$ cat src/hw/sbp_pkg.sv
// Package of constants and types for the parallel slave port
package sbp_pkg;
    localparam int          SBP_DW              = 8;
    localparam int          SBP_AW              = 4;
    // Register indices on the internal register port
    localparam logic [3:0]  SBP_A_CONTROL       = 4'h0;
    localparam logic [3:0]  SBP_A_DATA_PINS     = 4'h1;
    localparam logic [3:0]  SBP_A_DATA_LATCH    = 4'h2;
    localparam logic [3:0]  SBP_A_DATA_DIR      = 4'h3;
    localparam logic [3:0]  SBP_A_CTL_PINS      = 4'h4;
    localparam logic [3:0]  SBP_A_CTL_LATCH     = 4'h5;
    localparam logic [3:0]  SBP_A_CTL_DIR       = 4'h6;
    localparam logic [3:0]  SBP_A_IRQ_FLAGS     = 4'h7;
    localparam logic [3:0]  SBP_A_IRQ_ENABLES   = 4'h8;
    localparam logic [3:0]  SBP_A_IRQ_PRIORITY  = 4'h9;
    localparam logic [3:0]  SBP_A_MODE          = 4'ha;
    // Control register fields, then the interrupt bit and the mode register's internal-only bit
    localparam int          SBP_B_INPUT_FULL    = 7;
    localparam int          SBP_B_OUTPUT_FULL   = 6;
    localparam int          SBP_B_OVERRUN       = 5;
    localparam int          SBP_B_SELECT        = 4;
    localparam int          SBP_B_IRQ           = 7;
    localparam int          SBP_B_INTERNAL_ONLY = 0;
    // Control-port pin positions
    localparam int          SBP_P_READ          = 0;
    localparam int          SBP_P_WRITE         = 1;
    localparam int          SBP_P_CS            = 2;
    // Reset values, byte constants and control masks
    localparam logic [7:0]  SBP_RST_CONTROL     = 8'h00;
    localparam logic [7:0]  SBP_RST_DIR         = 8'hff;
    localparam logic [7:0]  SBP_RST_LATCH       = 8'h00;
    localparam logic [7:0]  SBP_RST_IRQ_FLAGS   = 8'h00;
    localparam logic [7:0]  SBP_RST_IRQ_EN      = 8'h00;
    localparam logic [7:0]  SBP_RST_IRQ_PRIO    = 8'hff;
    localparam logic [7:0]  SBP_ZERO            = 8'h00;
    localparam logic [7:0]  SBP_ONES            = 8'hff;
    localparam logic [7:0]  SBP_CTL_RW_MASK     = 8'h30;
    localparam logic [7:0]  SBP_CTL_RD_MASK     = 8'hf0;

    typedef enum logic [1:0] {
        SBP_IDLE  = 2'b00,
        SBP_WRITE = 2'b01,
        SBP_READ  = 2'b10
    } sbp_access_t;
endpackage

$ cat src/hw/sbp_strobe_if.sv
// Interface carrying synchronised strobes and access events
`timescale 1ns/1ps
interface sbp_strobe_if;
    logic        cs_n;
    logic        rd_n;
    logic        wr_n;
    logic        write_evt;
    logic        read_evt;
    modport sync (output cs_n, output rd_n, output wr_n);
    modport detect (input cs_n, input rd_n, input wr_n, output write_evt, output read_evt);
    modport core (input write_evt, input read_evt);
endinterface

$ cat src/hw/sbp_sync.sv
// Three-stage synchroniser for the external strobes, two-stage for the data pins
`timescale 1ns/1ps
module sbp_sync
    import sbp_pkg::*;
(
    input  wire logic               clk,
    input  wire logic               reset_n,
    input  wire logic               read_strobe_n,
    input  wire logic               write_strobe_n,
    input  wire logic               chip_select_n,
    input  wire logic [SBP_DW-1:0]  data_in,
    output      logic [SBP_DW-1:0]  data_sync,
    sbp_strobe_if.sync              sif
);
    typedef struct packed {
        logic [2:0]        s1;
        logic [2:0]        s2;
        logic [2:0]        s3;
        logic [2:0]        stable;
        logic [SBP_DW-1:0] d1;
        logic [SBP_DW-1:0] d2;
    } sbp_sync_t;

    sbp_sync_t st_ff;
    sbp_sync_t nxt_st;

    always_comb begin
        nxt_st    = st_ff;
        nxt_st.s1 = {chip_select_n, write_strobe_n, read_strobe_n};
        nxt_st.s2 = st_ff.s1;
        nxt_st.s3 = st_ff.s2;
        // A change counts only when the second and third stages agree
        for (int i = 0; i < 3; i++) begin
            if (st_ff.s2[i] == st_ff.s3[i]) begin
                nxt_st.stable[i] = st_ff.s3[i];
            end
        end
        nxt_st.d1 = data_in;
        nxt_st.d2 = st_ff.d1;
    end

    always_ff @(posedge clk or negedge reset_n) begin
        if (!reset_n) begin
            st_ff <= '{s1: 3'h7, s2: 3'h7, s3: 3'h7, stable: 3'h7,
                       d1: SBP_ZERO, d2: SBP_ZERO};
        end else begin
            st_ff <= nxt_st;
        end
    end

    assign sif.rd_n  = st_ff.stable[SBP_P_READ];
    assign sif.wr_n  = st_ff.stable[SBP_P_WRITE];
    assign sif.cs_n  = st_ff.stable[SBP_P_CS];
    assign data_sync = st_ff.d2;
endmodule // sbp_sync

$ cat src/hw/sbp_detect.sv
// First-detection of external read and write accesses
`timescale 1ns/1ps
module sbp_detect
    import sbp_pkg::*;
(
    input  wire logic      clk,
    input  wire logic      reset_n,
    input  wire logic      enable,
    sbp_strobe_if.detect   sif
);
    typedef struct packed {
        sbp_access_t state;
        logic        wr_evt;
        logic        rd_evt;
    } sbp_det_t;

    sbp_det_t st_ff;
    sbp_det_t nxt_st;
    logic     wr_act;
    logic     rd_act;

    always_comb begin
        wr_act = !sif.cs_n && !sif.wr_n;
        rd_act = !sif.cs_n && !sif.rd_n;
        nxt_st        = st_ff;
        nxt_st.wr_evt = 1'b0;
        nxt_st.rd_evt = 1'b0;
        case (st_ff.state)
            SBP_IDLE: begin
                if (enable && wr_act) begin
                    nxt_st.state  = SBP_WRITE;
                    nxt_st.wr_evt = 1'b1;
                end else if (enable && rd_act) begin
                    nxt_st.state  = SBP_READ;
                    nxt_st.rd_evt = 1'b1;
                end
            end
            // One event per access: wait for the strobe pair to release
            SBP_WRITE: begin
                if (!wr_act) begin
                    nxt_st.state = SBP_IDLE;
                end
            end
            SBP_READ: begin
                if (!rd_act) begin
                    nxt_st.state = SBP_IDLE;
                end
            end
            default: begin
                nxt_st.state = SBP_IDLE;
            end
        endcase
    end

    always_ff @(posedge clk or negedge reset_n) begin
        if (!reset_n) begin
            st_ff <= '{state: SBP_IDLE, wr_evt: 1'b0, rd_evt: 1'b0};
        end else begin
            st_ff <= nxt_st;
        end
    end

    assign sif.write_evt = st_ff.wr_evt;
    assign sif.read_evt  = st_ff.rd_evt;
endmodule // sbp_detect

$ cat src/hw/sbp_top.sv
// Parallel slave port top: registers, pin muxing, flags and interrupt
`timescale 1ns/1ps
// Functional notes
// Mode select turns the eight data pins into an external byte port.
// Mode select is control bit 4; one is slave port, zero general I/O.
// In slave mode three control pins are read, write and chip select inputs.
// Software sets the three low control-port direction bits to inputs first.
// Software sets analog pin configuration so strobe pins are digital.
// Write taken on first detection of chip select and write strobe low.
// Read taken on first detection of chip select and read strobe low.
// External processor reads or writes the data latch asynchronously as one byte.
// Input-full bit 7, read-only, set by external write, cleared by CPU read.
// Output-full bit 6, read-only, set by CPU write, cleared by external read.
// Overrun bit 5 set on write over unread input; software writes zero.
// Control bits 3 to 0 read as zero.
// Slave port only works in internal-program-memory-only mode.
// Irq flag set per external access; enabled request at selected priority.
module sbp_top
    import sbp_pkg::*;
(
    input  wire logic               clk,
    input  wire logic               reset_n,
    input  wire logic [SBP_AW-1:0]  reg_addr,
    input  wire logic [SBP_DW-1:0]  reg_wdata,
    input  wire logic               reg_write,
    input  wire logic               reg_read,
    output      logic [SBP_DW-1:0]  reg_rdata,
    input  wire logic [SBP_DW-1:0]  data_pins_in,
    output      logic [SBP_DW-1:0]  data_pins_out,
    output      logic [SBP_DW-1:0]  data_pins_oe_n,
    input  wire logic [SBP_DW-1:0]  ctl_pins_in,
    output      logic [SBP_DW-1:0]  ctl_pins_out,
    output      logic [SBP_DW-1:0]  ctl_pins_oe_n,
    output      logic               irq_high,
    output      logic               irq_low
);
    typedef struct packed {
        logic [SBP_DW-1:0] control;
        logic [SBP_DW-1:0] data_latch;
        logic [SBP_DW-1:0] data_dir;
        logic [SBP_DW-1:0] in_byte;
        logic [SBP_DW-1:0] ctl_latch;
        logic [SBP_DW-1:0] ctl_dir;
        logic [SBP_DW-1:0] irq_flags;
        logic [SBP_DW-1:0] irq_en;
        logic [SBP_DW-1:0] irq_prio;
        logic [SBP_DW-1:0] mode;
        logic [SBP_DW-1:0] rdata;
        logic [SBP_DW-1:0] d_out;
        logic [SBP_DW-1:0] d_oe_n;
        logic [SBP_DW-1:0] c_out;
        logic [SBP_DW-1:0] c_oe_n;
        logic              irq_h;
        logic              irq_l;
    } sbp_top_t;

    sbp_top_t          st_ff;
    sbp_top_t          nxt_st;
    sbp_strobe_if      sif ();
    logic [SBP_DW-1:0] data_sync;
    logic              slave_on;
    logic              ext_wr;
    logic              ext_rd;
    logic              cpu_wr_data;
    logic              cpu_rd_data;
    logic [SBP_DW-1:0] flags_cur;
    logic              irq_req;

    // Decoded register hit, used for both read and write paths
    function automatic logic hit(input logic [SBP_AW-1:0] a, input logic [3:0] idx);
        return a == idx;
    endfunction

    // Slave mode needs the select bit and internal-only program memory mode
    assign slave_on = st_ff.control[SBP_B_SELECT]
                      && st_ff.mode[SBP_B_INTERNAL_ONLY];

    sbp_sync u_sync (
        .clk            (clk),
        .reset_n        (reset_n),
        .read_strobe_n  (ctl_pins_in[SBP_P_READ]),
        .write_strobe_n (ctl_pins_in[SBP_P_WRITE]),
        .chip_select_n  (ctl_pins_in[SBP_P_CS]),
        .data_in        (data_pins_in),
        .data_sync      (data_sync),
        .sif            (sif.sync)
    );

    sbp_detect u_detect (
        .clk     (clk),
        .reset_n (reset_n),
        .enable  (slave_on),
        .sif     (sif.detect)
    );

    assign ext_wr      = sif.write_evt;
    assign ext_rd      = sif.read_evt;
    assign cpu_wr_data = reg_write && hit(reg_addr, SBP_A_DATA_PINS);
    assign cpu_rd_data = reg_read && hit(reg_addr, SBP_A_DATA_PINS);

    always_comb begin
        nxt_st    = st_ff;
        flags_cur = st_ff.irq_flags;
        irq_req   = 1'b0;

        // Software register writes
        if (reg_write) begin
            case (reg_addr)
                SBP_A_CONTROL: begin
                    // Only overrun and mode select are writable
                    nxt_st.control = (st_ff.control & ~SBP_CTL_RW_MASK)
                                     | (reg_wdata & SBP_CTL_RW_MASK);
                end
                SBP_A_DATA_PINS, SBP_A_DATA_LATCH: begin
                    nxt_st.data_latch = reg_wdata;
                end
                SBP_A_DATA_DIR: nxt_st.data_dir = reg_wdata;
                SBP_A_CTL_PINS, SBP_A_CTL_LATCH: begin
                    nxt_st.ctl_latch = reg_wdata;
                end
                SBP_A_CTL_DIR: nxt_st.ctl_dir = reg_wdata;
                SBP_A_IRQ_FLAGS: begin
                    // Write one to clear
                    nxt_st.irq_flags = st_ff.irq_flags & ~reg_wdata;
                end
                SBP_A_IRQ_ENABLES:  nxt_st.irq_en   = reg_wdata;
                SBP_A_IRQ_PRIORITY: nxt_st.irq_prio = reg_wdata;
                SBP_A_MODE:         nxt_st.mode     = reg_wdata;
                default: begin
                end
            endcase
        end

        // CPU side of the data latch in slave mode
        if (slave_on && cpu_wr_data) begin
            nxt_st.control[SBP_B_OUTPUT_FULL] = 1'b1;
        end
        if (slave_on && cpu_rd_data) begin
            nxt_st.control[SBP_B_INPUT_FULL] = 1'b0;
        end

        // External side; hardware set wins over software clear
        if (ext_wr) begin
            nxt_st.in_byte = data_sync;
            if (st_ff.control[SBP_B_INPUT_FULL] && !cpu_rd_data) begin
                nxt_st.control[SBP_B_OVERRUN] = 1'b1;
            end
            nxt_st.control[SBP_B_INPUT_FULL] = 1'b1;
            nxt_st.irq_flags[SBP_B_IRQ]      = 1'b1;
        end
        if (ext_rd) begin
            // A CPU write in the same cycle refills the latch, so its set wins
            if (!(slave_on && cpu_wr_data)) begin
                nxt_st.control[SBP_B_OUTPUT_FULL] = 1'b0;
            end
            nxt_st.irq_flags[SBP_B_IRQ]       = 1'b1;
        end
        nxt_st.control = nxt_st.control & SBP_CTL_RD_MASK;

        // Read data, valid in the cycle after the strobe only
        nxt_st.rdata = SBP_ZERO;
        if (reg_read) begin
            case (reg_addr)
                SBP_A_CONTROL:      nxt_st.rdata = st_ff.control & SBP_CTL_RD_MASK;
                SBP_A_DATA_PINS:    nxt_st.rdata = slave_on ? st_ff.in_byte : data_sync;
                SBP_A_DATA_LATCH:   nxt_st.rdata = st_ff.data_latch;
                SBP_A_DATA_DIR:     nxt_st.rdata = st_ff.data_dir;
                SBP_A_CTL_PINS:     nxt_st.rdata = ctl_pins_in;
                SBP_A_CTL_LATCH:    nxt_st.rdata = st_ff.ctl_latch;
                SBP_A_CTL_DIR:      nxt_st.rdata = st_ff.ctl_dir;
                SBP_A_IRQ_FLAGS:    nxt_st.rdata = st_ff.irq_flags;
                SBP_A_IRQ_ENABLES:  nxt_st.rdata = st_ff.irq_en;
                SBP_A_IRQ_PRIORITY: nxt_st.rdata = st_ff.irq_prio;
                SBP_A_MODE:         nxt_st.rdata = st_ff.mode;
                default:            nxt_st.rdata = SBP_ZERO;
            endcase
        end

        // Data pins: in slave mode driven only while the external master reads; otherwise per direction
        nxt_st.d_out = st_ff.data_latch;
        if (slave_on) begin
            nxt_st.d_oe_n = (!sif.cs_n && !sif.rd_n) ? SBP_ZERO : SBP_ONES;
        end else begin
            nxt_st.d_oe_n = st_ff.data_dir;
        end

        // Strobe pins forced to inputs in slave mode; other bits follow direction
        nxt_st.c_out  = st_ff.ctl_latch;
        nxt_st.c_oe_n = st_ff.ctl_dir;
        if (slave_on) begin
            nxt_st.c_oe_n[SBP_P_CS:SBP_P_READ] = 3'h7;
        end

        // Interrupt output, routed by priority
        flags_cur = nxt_st.irq_flags;
        irq_req   = flags_cur[SBP_B_IRQ] && st_ff.irq_en[SBP_B_IRQ];
        nxt_st.irq_h = irq_req && st_ff.irq_prio[SBP_B_IRQ];
        nxt_st.irq_l = irq_req && !st_ff.irq_prio[SBP_B_IRQ];
    end

    always_ff @(posedge clk or negedge reset_n) begin
        if (!reset_n) begin
            st_ff <= '{control: SBP_RST_CONTROL, data_latch: SBP_RST_LATCH,
                       data_dir: SBP_RST_DIR, in_byte: SBP_ZERO,
                       ctl_latch: SBP_RST_LATCH, ctl_dir: SBP_RST_DIR,
                       irq_flags: SBP_RST_IRQ_FLAGS, irq_en: SBP_RST_IRQ_EN,
                       irq_prio: SBP_RST_IRQ_PRIO, mode: SBP_ZERO,
                       rdata: SBP_ZERO, d_out: SBP_RST_LATCH, d_oe_n: SBP_ONES,
                       c_out: SBP_RST_LATCH, c_oe_n: SBP_ONES,
                       irq_h: 1'b0, irq_l: 1'b0};
        end else begin
            st_ff <= nxt_st;
        end
    end

    assign reg_rdata      = st_ff.rdata;
    assign data_pins_out  = st_ff.d_out;
    assign data_pins_oe_n = st_ff.d_oe_n;
    assign ctl_pins_out   = st_ff.c_out;
    assign ctl_pins_oe_n  = st_ff.c_oe_n;
    assign irq_high       = st_ff.irq_h;
    assign irq_low        = st_ff.irq_l;
endmodule // sbp_top

$ cat config.mk
export PLATFORM = sky130hd
export DESIGN_NAME = sbp_top
export DESIGN_NICKNAME = d
export VERILOG_FILES = /design/src/hw/sbp_pkg.sv /design/src/hw/sbp_strobe_if.sv /design/src/hw/sbp_sync.sv /design/src/hw/sbp_detect.sv /design/src/hw/sbp_top.sv
export SDC_FILE = /design/constraint.sdc
export NUM_CORES = 1
export LEC_CHECK = 0
export BUFFER_PORTS_ARGS = -buffer_cell sky130_fd_sc_hd__buf_2
export CAP_MARGIN = 20
export CORE_ASPECT_RATIO = 0.75
export CORE_MARGIN = 2
export CORE_UTILIZATION = 49
export DETAILED_ROUTE_END_ITERATION = 8
export GPL_TIMING_DRIVEN = 0
export PLACE_DENSITY = 0.74
export SLEW_MARGIN = 0
export SYNTH_ARGS = -nofsm -noshare
export SYNTH_HDL_FRONTEND = slang
export SYNTH_HIERARCHICAL = 1
export SYNTH_SLANG_ARGS = --single-unit
$ cat constraint.sdc
create_clock -name clk -period 1.5 [get_ports clk]
set_input_delay 0.15 -clock clk [delete_from_list [all_inputs] [get_ports clk]]
set_output_delay 0.15 -clock clk [all_outputs]
set_load 0.02 [all_outputs]
== Yosys cells after proc, flatten, opt, wreduce, memory -nomap -nowiden ==
Index checks and enable logic that the tools add are counted.
Word-level totals
  word-level logic and storage cells: 120
  output and inout bits: 42
  register bits: 150
  input bits: 32
Operators by class
  eq/ne operators: 18
  muxes and demuxes: 33
  bitwise logic cells: 3
  reduce and logical (&&, ||, !) cells: 35
Operators by type and width (count)
  two-way mux 8 bit: 11
  one-hot mux 8 bit (11 select lines): 1
  two-way mux 32 bit: 1
  two-way mux 24 bit: 1
  AND reduction 2 bit: 10
  equality test 4 x 3 -> 1 bit, second input constant: 4
  logical AND 1 bit: 13
  equality test 4 bit, second input constant: 3
  two-way mux 1 bit: 12
  two-way mux 2 bit: 5
  bitwise AND 8 bit: 1
  equality test 4 x 2 -> 1 bit, second input constant: 2
  NOT 8 bit: 1
  bitwise OR 8 x 6 -> 8 bit: 1
  one-hot mux 2 bit (3 select lines): 1
  nonzero test 3 bit: 2
  zero test 1 bit: 5
  equality test 4 x 1 -> 1 bit, second input constant: 1
  zero test 4 bit: 1
  inequality test 2 bit, second input constant: 2
  OR reduction 2 bit: 2
  equality test 1 bit: 3
  two-way mux 3 bit: 1
  inequality test 3 x 1 -> 1 bit, second input constant: 1
  other kinds (4): 4

== Logic depth before layout (Yosys ltp) ==
  word-level depth: 8
  depth in mapped cells: 7
  gate-level depth less buffers: 4

== Modules after synthesis ==
Netlist, hierarchy kept.
By module, submodules not included
  sbp_top: sequential area each 3002.9 µm², area an instance 5335.1 µm², instances 1, cells each 401
  sbp_sync: sequential area each 715.7 µm², area an instance 809.5 µm², instances 1, cells each 39
  sbp_detect: sequential area each 100.1 µm², area an instance 150.1 µm², instances 1, cells each 11

== Least setup slack after synthesis ==
OpenSTA, ideal clock, no wires.
  kind: register to register
  from: register st_ff[118] in the netlist's numbering
  to: register u_detect.st_ff, in the netlist u_detect/sif.read_evt
  stages on the path, launching flop included: 6
  library setup time: 95 ps
  clock period less this slack: 1511 ps
  setup slack: -11 ps
  required time: 1405 ps
  buffers on the path: 1
  arrival: 1416 ps
  path through: dfrtp_1 > nand2_1 > buf_2 > clkinv_1 > or3b_1 > nor4b_2
RTL lines
  start: declaration: RTL line sbp_top.sv:57  | sbp_top_t st_ff;
  start signal: assignment: RTL line sbp_top.sv:203  | st_ff <= '{control: SBP_RST_CONTROL, data_latch: SBP_RST_LATCH,
  start signal: assignment: RTL line sbp_top.sv:212  | st_ff <= nxt_st;
  end signal: assignment: RTL line sbp_detect.sv:57  | st_ff <= '{state: SBP_IDLE, wr_evt: 1'b0, rd_evt: 1'b0};
  end signal: assignment: RTL line sbp_detect.sv:59  | st_ff <= nxt_st;
  end: declaration: RTL line sbp_detect.sv:17  | sbp_det_t st_ff;

==> metrics <==
outcome=completed; post-synthesis sequential area ratio=0.607; Setup-failing EPs final=0; setup repair after global routing missed its margin=true; top achievable clock speed=just under 0.7 GHz; share of synthesized registers carrying an async set or reset=1.00; post-synthesis net count=slightly below 500; combined flip-flop and latch cell area=3820 um2; most frequently used flop master after synthesis=dfrtp_1; worst setup timing slack at the placement stage=-443 ps; largest voltage drop on the vdd net=906 uV; starting density of the core=0.508; kind of path behind the tightest hold check=in -> reg; Vert. Die Dim=102 um; Max Buffers Root-to-Sink=2; # rows=35; average instance area after synthesis=roughly 14 um2; critical path type=reg -> reg; total power density per cell area=1570 nW/um2; Die W=135 um; Slew headroom=0.465; total of flip-flops plus latches after synthesis=150; Tightest Pin Transition=803 ps; number of violations reported at the end of detailed-routing iteration 0=roughly 250; least setup slack across all paths after layout=18.0 ps; GRT Total Usage=0.232; latest clock arrival within the worst-skew pair=between 400 and 500 ps; first-pass detailed-route iteration total=5; number of H-tree levels=4; number of distinct library cells after synthesis=55; last weighted congestion value of the routability-driven placer=0.911; shortest period the worst path allows=1480 ps; CP Max Fanout=11; final antenna diode count=0; Num CTS Buffers=17; wire length reported by the detailed router=15,200 um; leading cell types in the layout, fill and taps excluded=dfrtp_1 (98), buf_2 (77), mux2_2 (72); CTS Root Cell=clkbuf_16; Filler Cells Inserted=944; CORE AREA=12,400 um2; most common library cell in the layout ignoring fill and taps=dfrtp_1; total number of nets in the final design=589; mapped cell area=6290 um2; post-detailed-route DRC marker count=0; cell taking the most area after synthesis=dfrtp_1; number of slew-limit violations in the final report=0; post-route ant nets=0; total of max-cap violations=0; Die ar.=~14,000 um2; clock slew seen by the registers of the worst setup and hold paths=~60 ps; number of antenna violations at the first check in global routing=0; ranking of synthesized cells by area=dfrtp_1 (39%), dfstp_2 (22%), mux2_2 (13%); number of enable-type register cells in the synthesized netlist=0; final design utilization=0.617; Final Hold Fails=0; detailed-placement wirelength estimate=around 10,000 um; part of the cycle the worst path needs=0.988; CP max stage delay=400 ps; worst path cell trace=nand2_4, buf_8, clkinv_8, or3b_4, nor4b_4; data arrival time at the worst-slack endpoint=1810 ps; vias=4,074; ratio of cells with drive above 1 in the final layout=0.553; I/O pin count=74; per-cell routed wire length=between 20 and 25 um; count of mapped cells out of synthesis=451; required time at the endpoint of the critical path=1820 ps; count of port buffers added during placement=71; startpoint kind of the worst setup timing path=register; count of clock tree sinks=150; clock tree from TritonCTS=built; global-route wire length before repair=23,400 um; share of Yosys cell area claimed by the top area cell type=0.390; leakage power=0.00346 uW; area overhead of the layout relative to synthesis=21.6%; pin count of the biggest net entering global routing=91; routed vias/inst=5.54; vias in the first global route=4,088; Yosys warning count=6; Critical Path Slowest Stage Cell=or3b_4; Post-Route Setup TNS=0 ps; Max Clock Skew=8.71 ps; critical path endpoint category=register; multi-input logic area=2030 um2; total gr overflow=0
[logic make-up (layout without fill, tap and decap cells)]
kind of cell    after synthesis  in the layout  share of synthesized area
compound gates               70             70                     0.0863
fa+ha+maj                     3              3                    0.00537
buf+inv                      71            190                     0.0767
flops                       150            150                      0.607
mux                          85             85                      0.154
simple gates                 72             72                     0.0714
[layer usage]
layer	vias to the layer above	global-route usage	routed length [um]
li1	1793	-	-
met1	2126	0.340	7130
met2	133	0.346	6820
met3	22	0.0570	993
met4	0	0.0713	221
met5	-	0	0
[synthesized netlist by cell type (4+ instances only)]
master / count
inv_1: 5
a22o_1: 7
a31oi_1: 8
dfstp_2: 52
mux2i_1: 10
mux2_2: 73
buf_2: 8
nand3_1: 8
o22a_1: 6
nor2b_1: 7
dfrtp_1: 98
buf_4: 51
nand2_1: 18
nor3_1: 4
o21ai_0: 5
o21a_1: 8
a32oi_1: 7
a21boi_0: 7
a22oi_1: 7
[report_power, final]
part           internal, uW  switching, uW  total [uW]
Clock                  2360           1690        4050
Sequential             5070            486        5560
Combinational          1230           1140        2370
Total                  8670           3320       12000
[final timing paths]
path                                            start                              end  slack (ps)  cells past startpoint
setup reg to reg               st_ff[118]$_DFFE_PN0P_  u_detect/sif.read_evt$_DFF_PN0_          20                      5
hold reg to reg            u_sync/nxt_st[4]$_DFF_PN0_    u_sync/data_sync[4]$_DFF_PN0_         350                      0
setup / recovery               st_ff[118]$_DFFE_PN0P_  u_detect/sif.read_evt$_DFF_PN0_          20                      5
min in group asynchronous                     reset_n       u_sync/nxt_st[1]$_DFF_PN0_         380                      2
max in group asynchronous                     reset_n      data_pins_oe_n[2]$_DFF_PN1_         300                      3
hold / removal                               reg_read           st_ff[121]$_DFFE_PN0P_          50                      3
[state kept, by name, summed over array words and instances (netlist names)]
name,cells
nxt_st,21
u_detect/sif.write_evt,1
u_sync/sif.cs_n,1
u_sync/st_ff,3
u_sync/sif.wr_n,1
st_ff,55
ctl_pins_oe_n,8
u_detect/sif.read_evt,1
u_sync/sif.rd_n,1
reg_rdata,8
u_detect/st_ff,2
irq_low,1
data_pins_oe_n,8
ctl_pins_out,8
u_sync/data_sync,8
u_sync/nxt_st,14
data_pins_out,8
irq_high,1
[area by class of cell]
class | instances | area share
clock inverter | 12 | 0.0134
inverter | 7 | 0.00507
timing repair buffer | 88 | 0.0705
sequential | 150 | 0.499
buffer | 63 | 0.0605
clock buffer | 20 | 0.0597
multi-input combinational | 230 | 0.265
tap | 166 | 0.0271
[stage by stage]
stage                     total power [uW]  area [um2]  hold WS, ps  instances
after floorplan                       7060        6300         -146        451
after global placement                7770        6860          263        688
after detailed placement              7870        6890          259        689
after CTS                            12000        7620         31.6        737
after global routing                 12500        7650         42.9        736
final                                12000        7650         49.4        736
[worst max-delay path: cells and delay by family, from the launching register on]
family / cells / cell delay, ps
buffers and inverters: 2 / 240
AND/OR/NAND/NOR: 3 / 760
flip-flops: 1 / 390
[timing repair]
item,in CTS,in global routing
resized for setup,6,8
hold endpoints to repair,65,0
pin swaps,4,1
buffers inserted,4,0
hold buffers,12,0
setup endpoints to repair,18,18
Note: power is estimated with default switching activity, not from simulation.
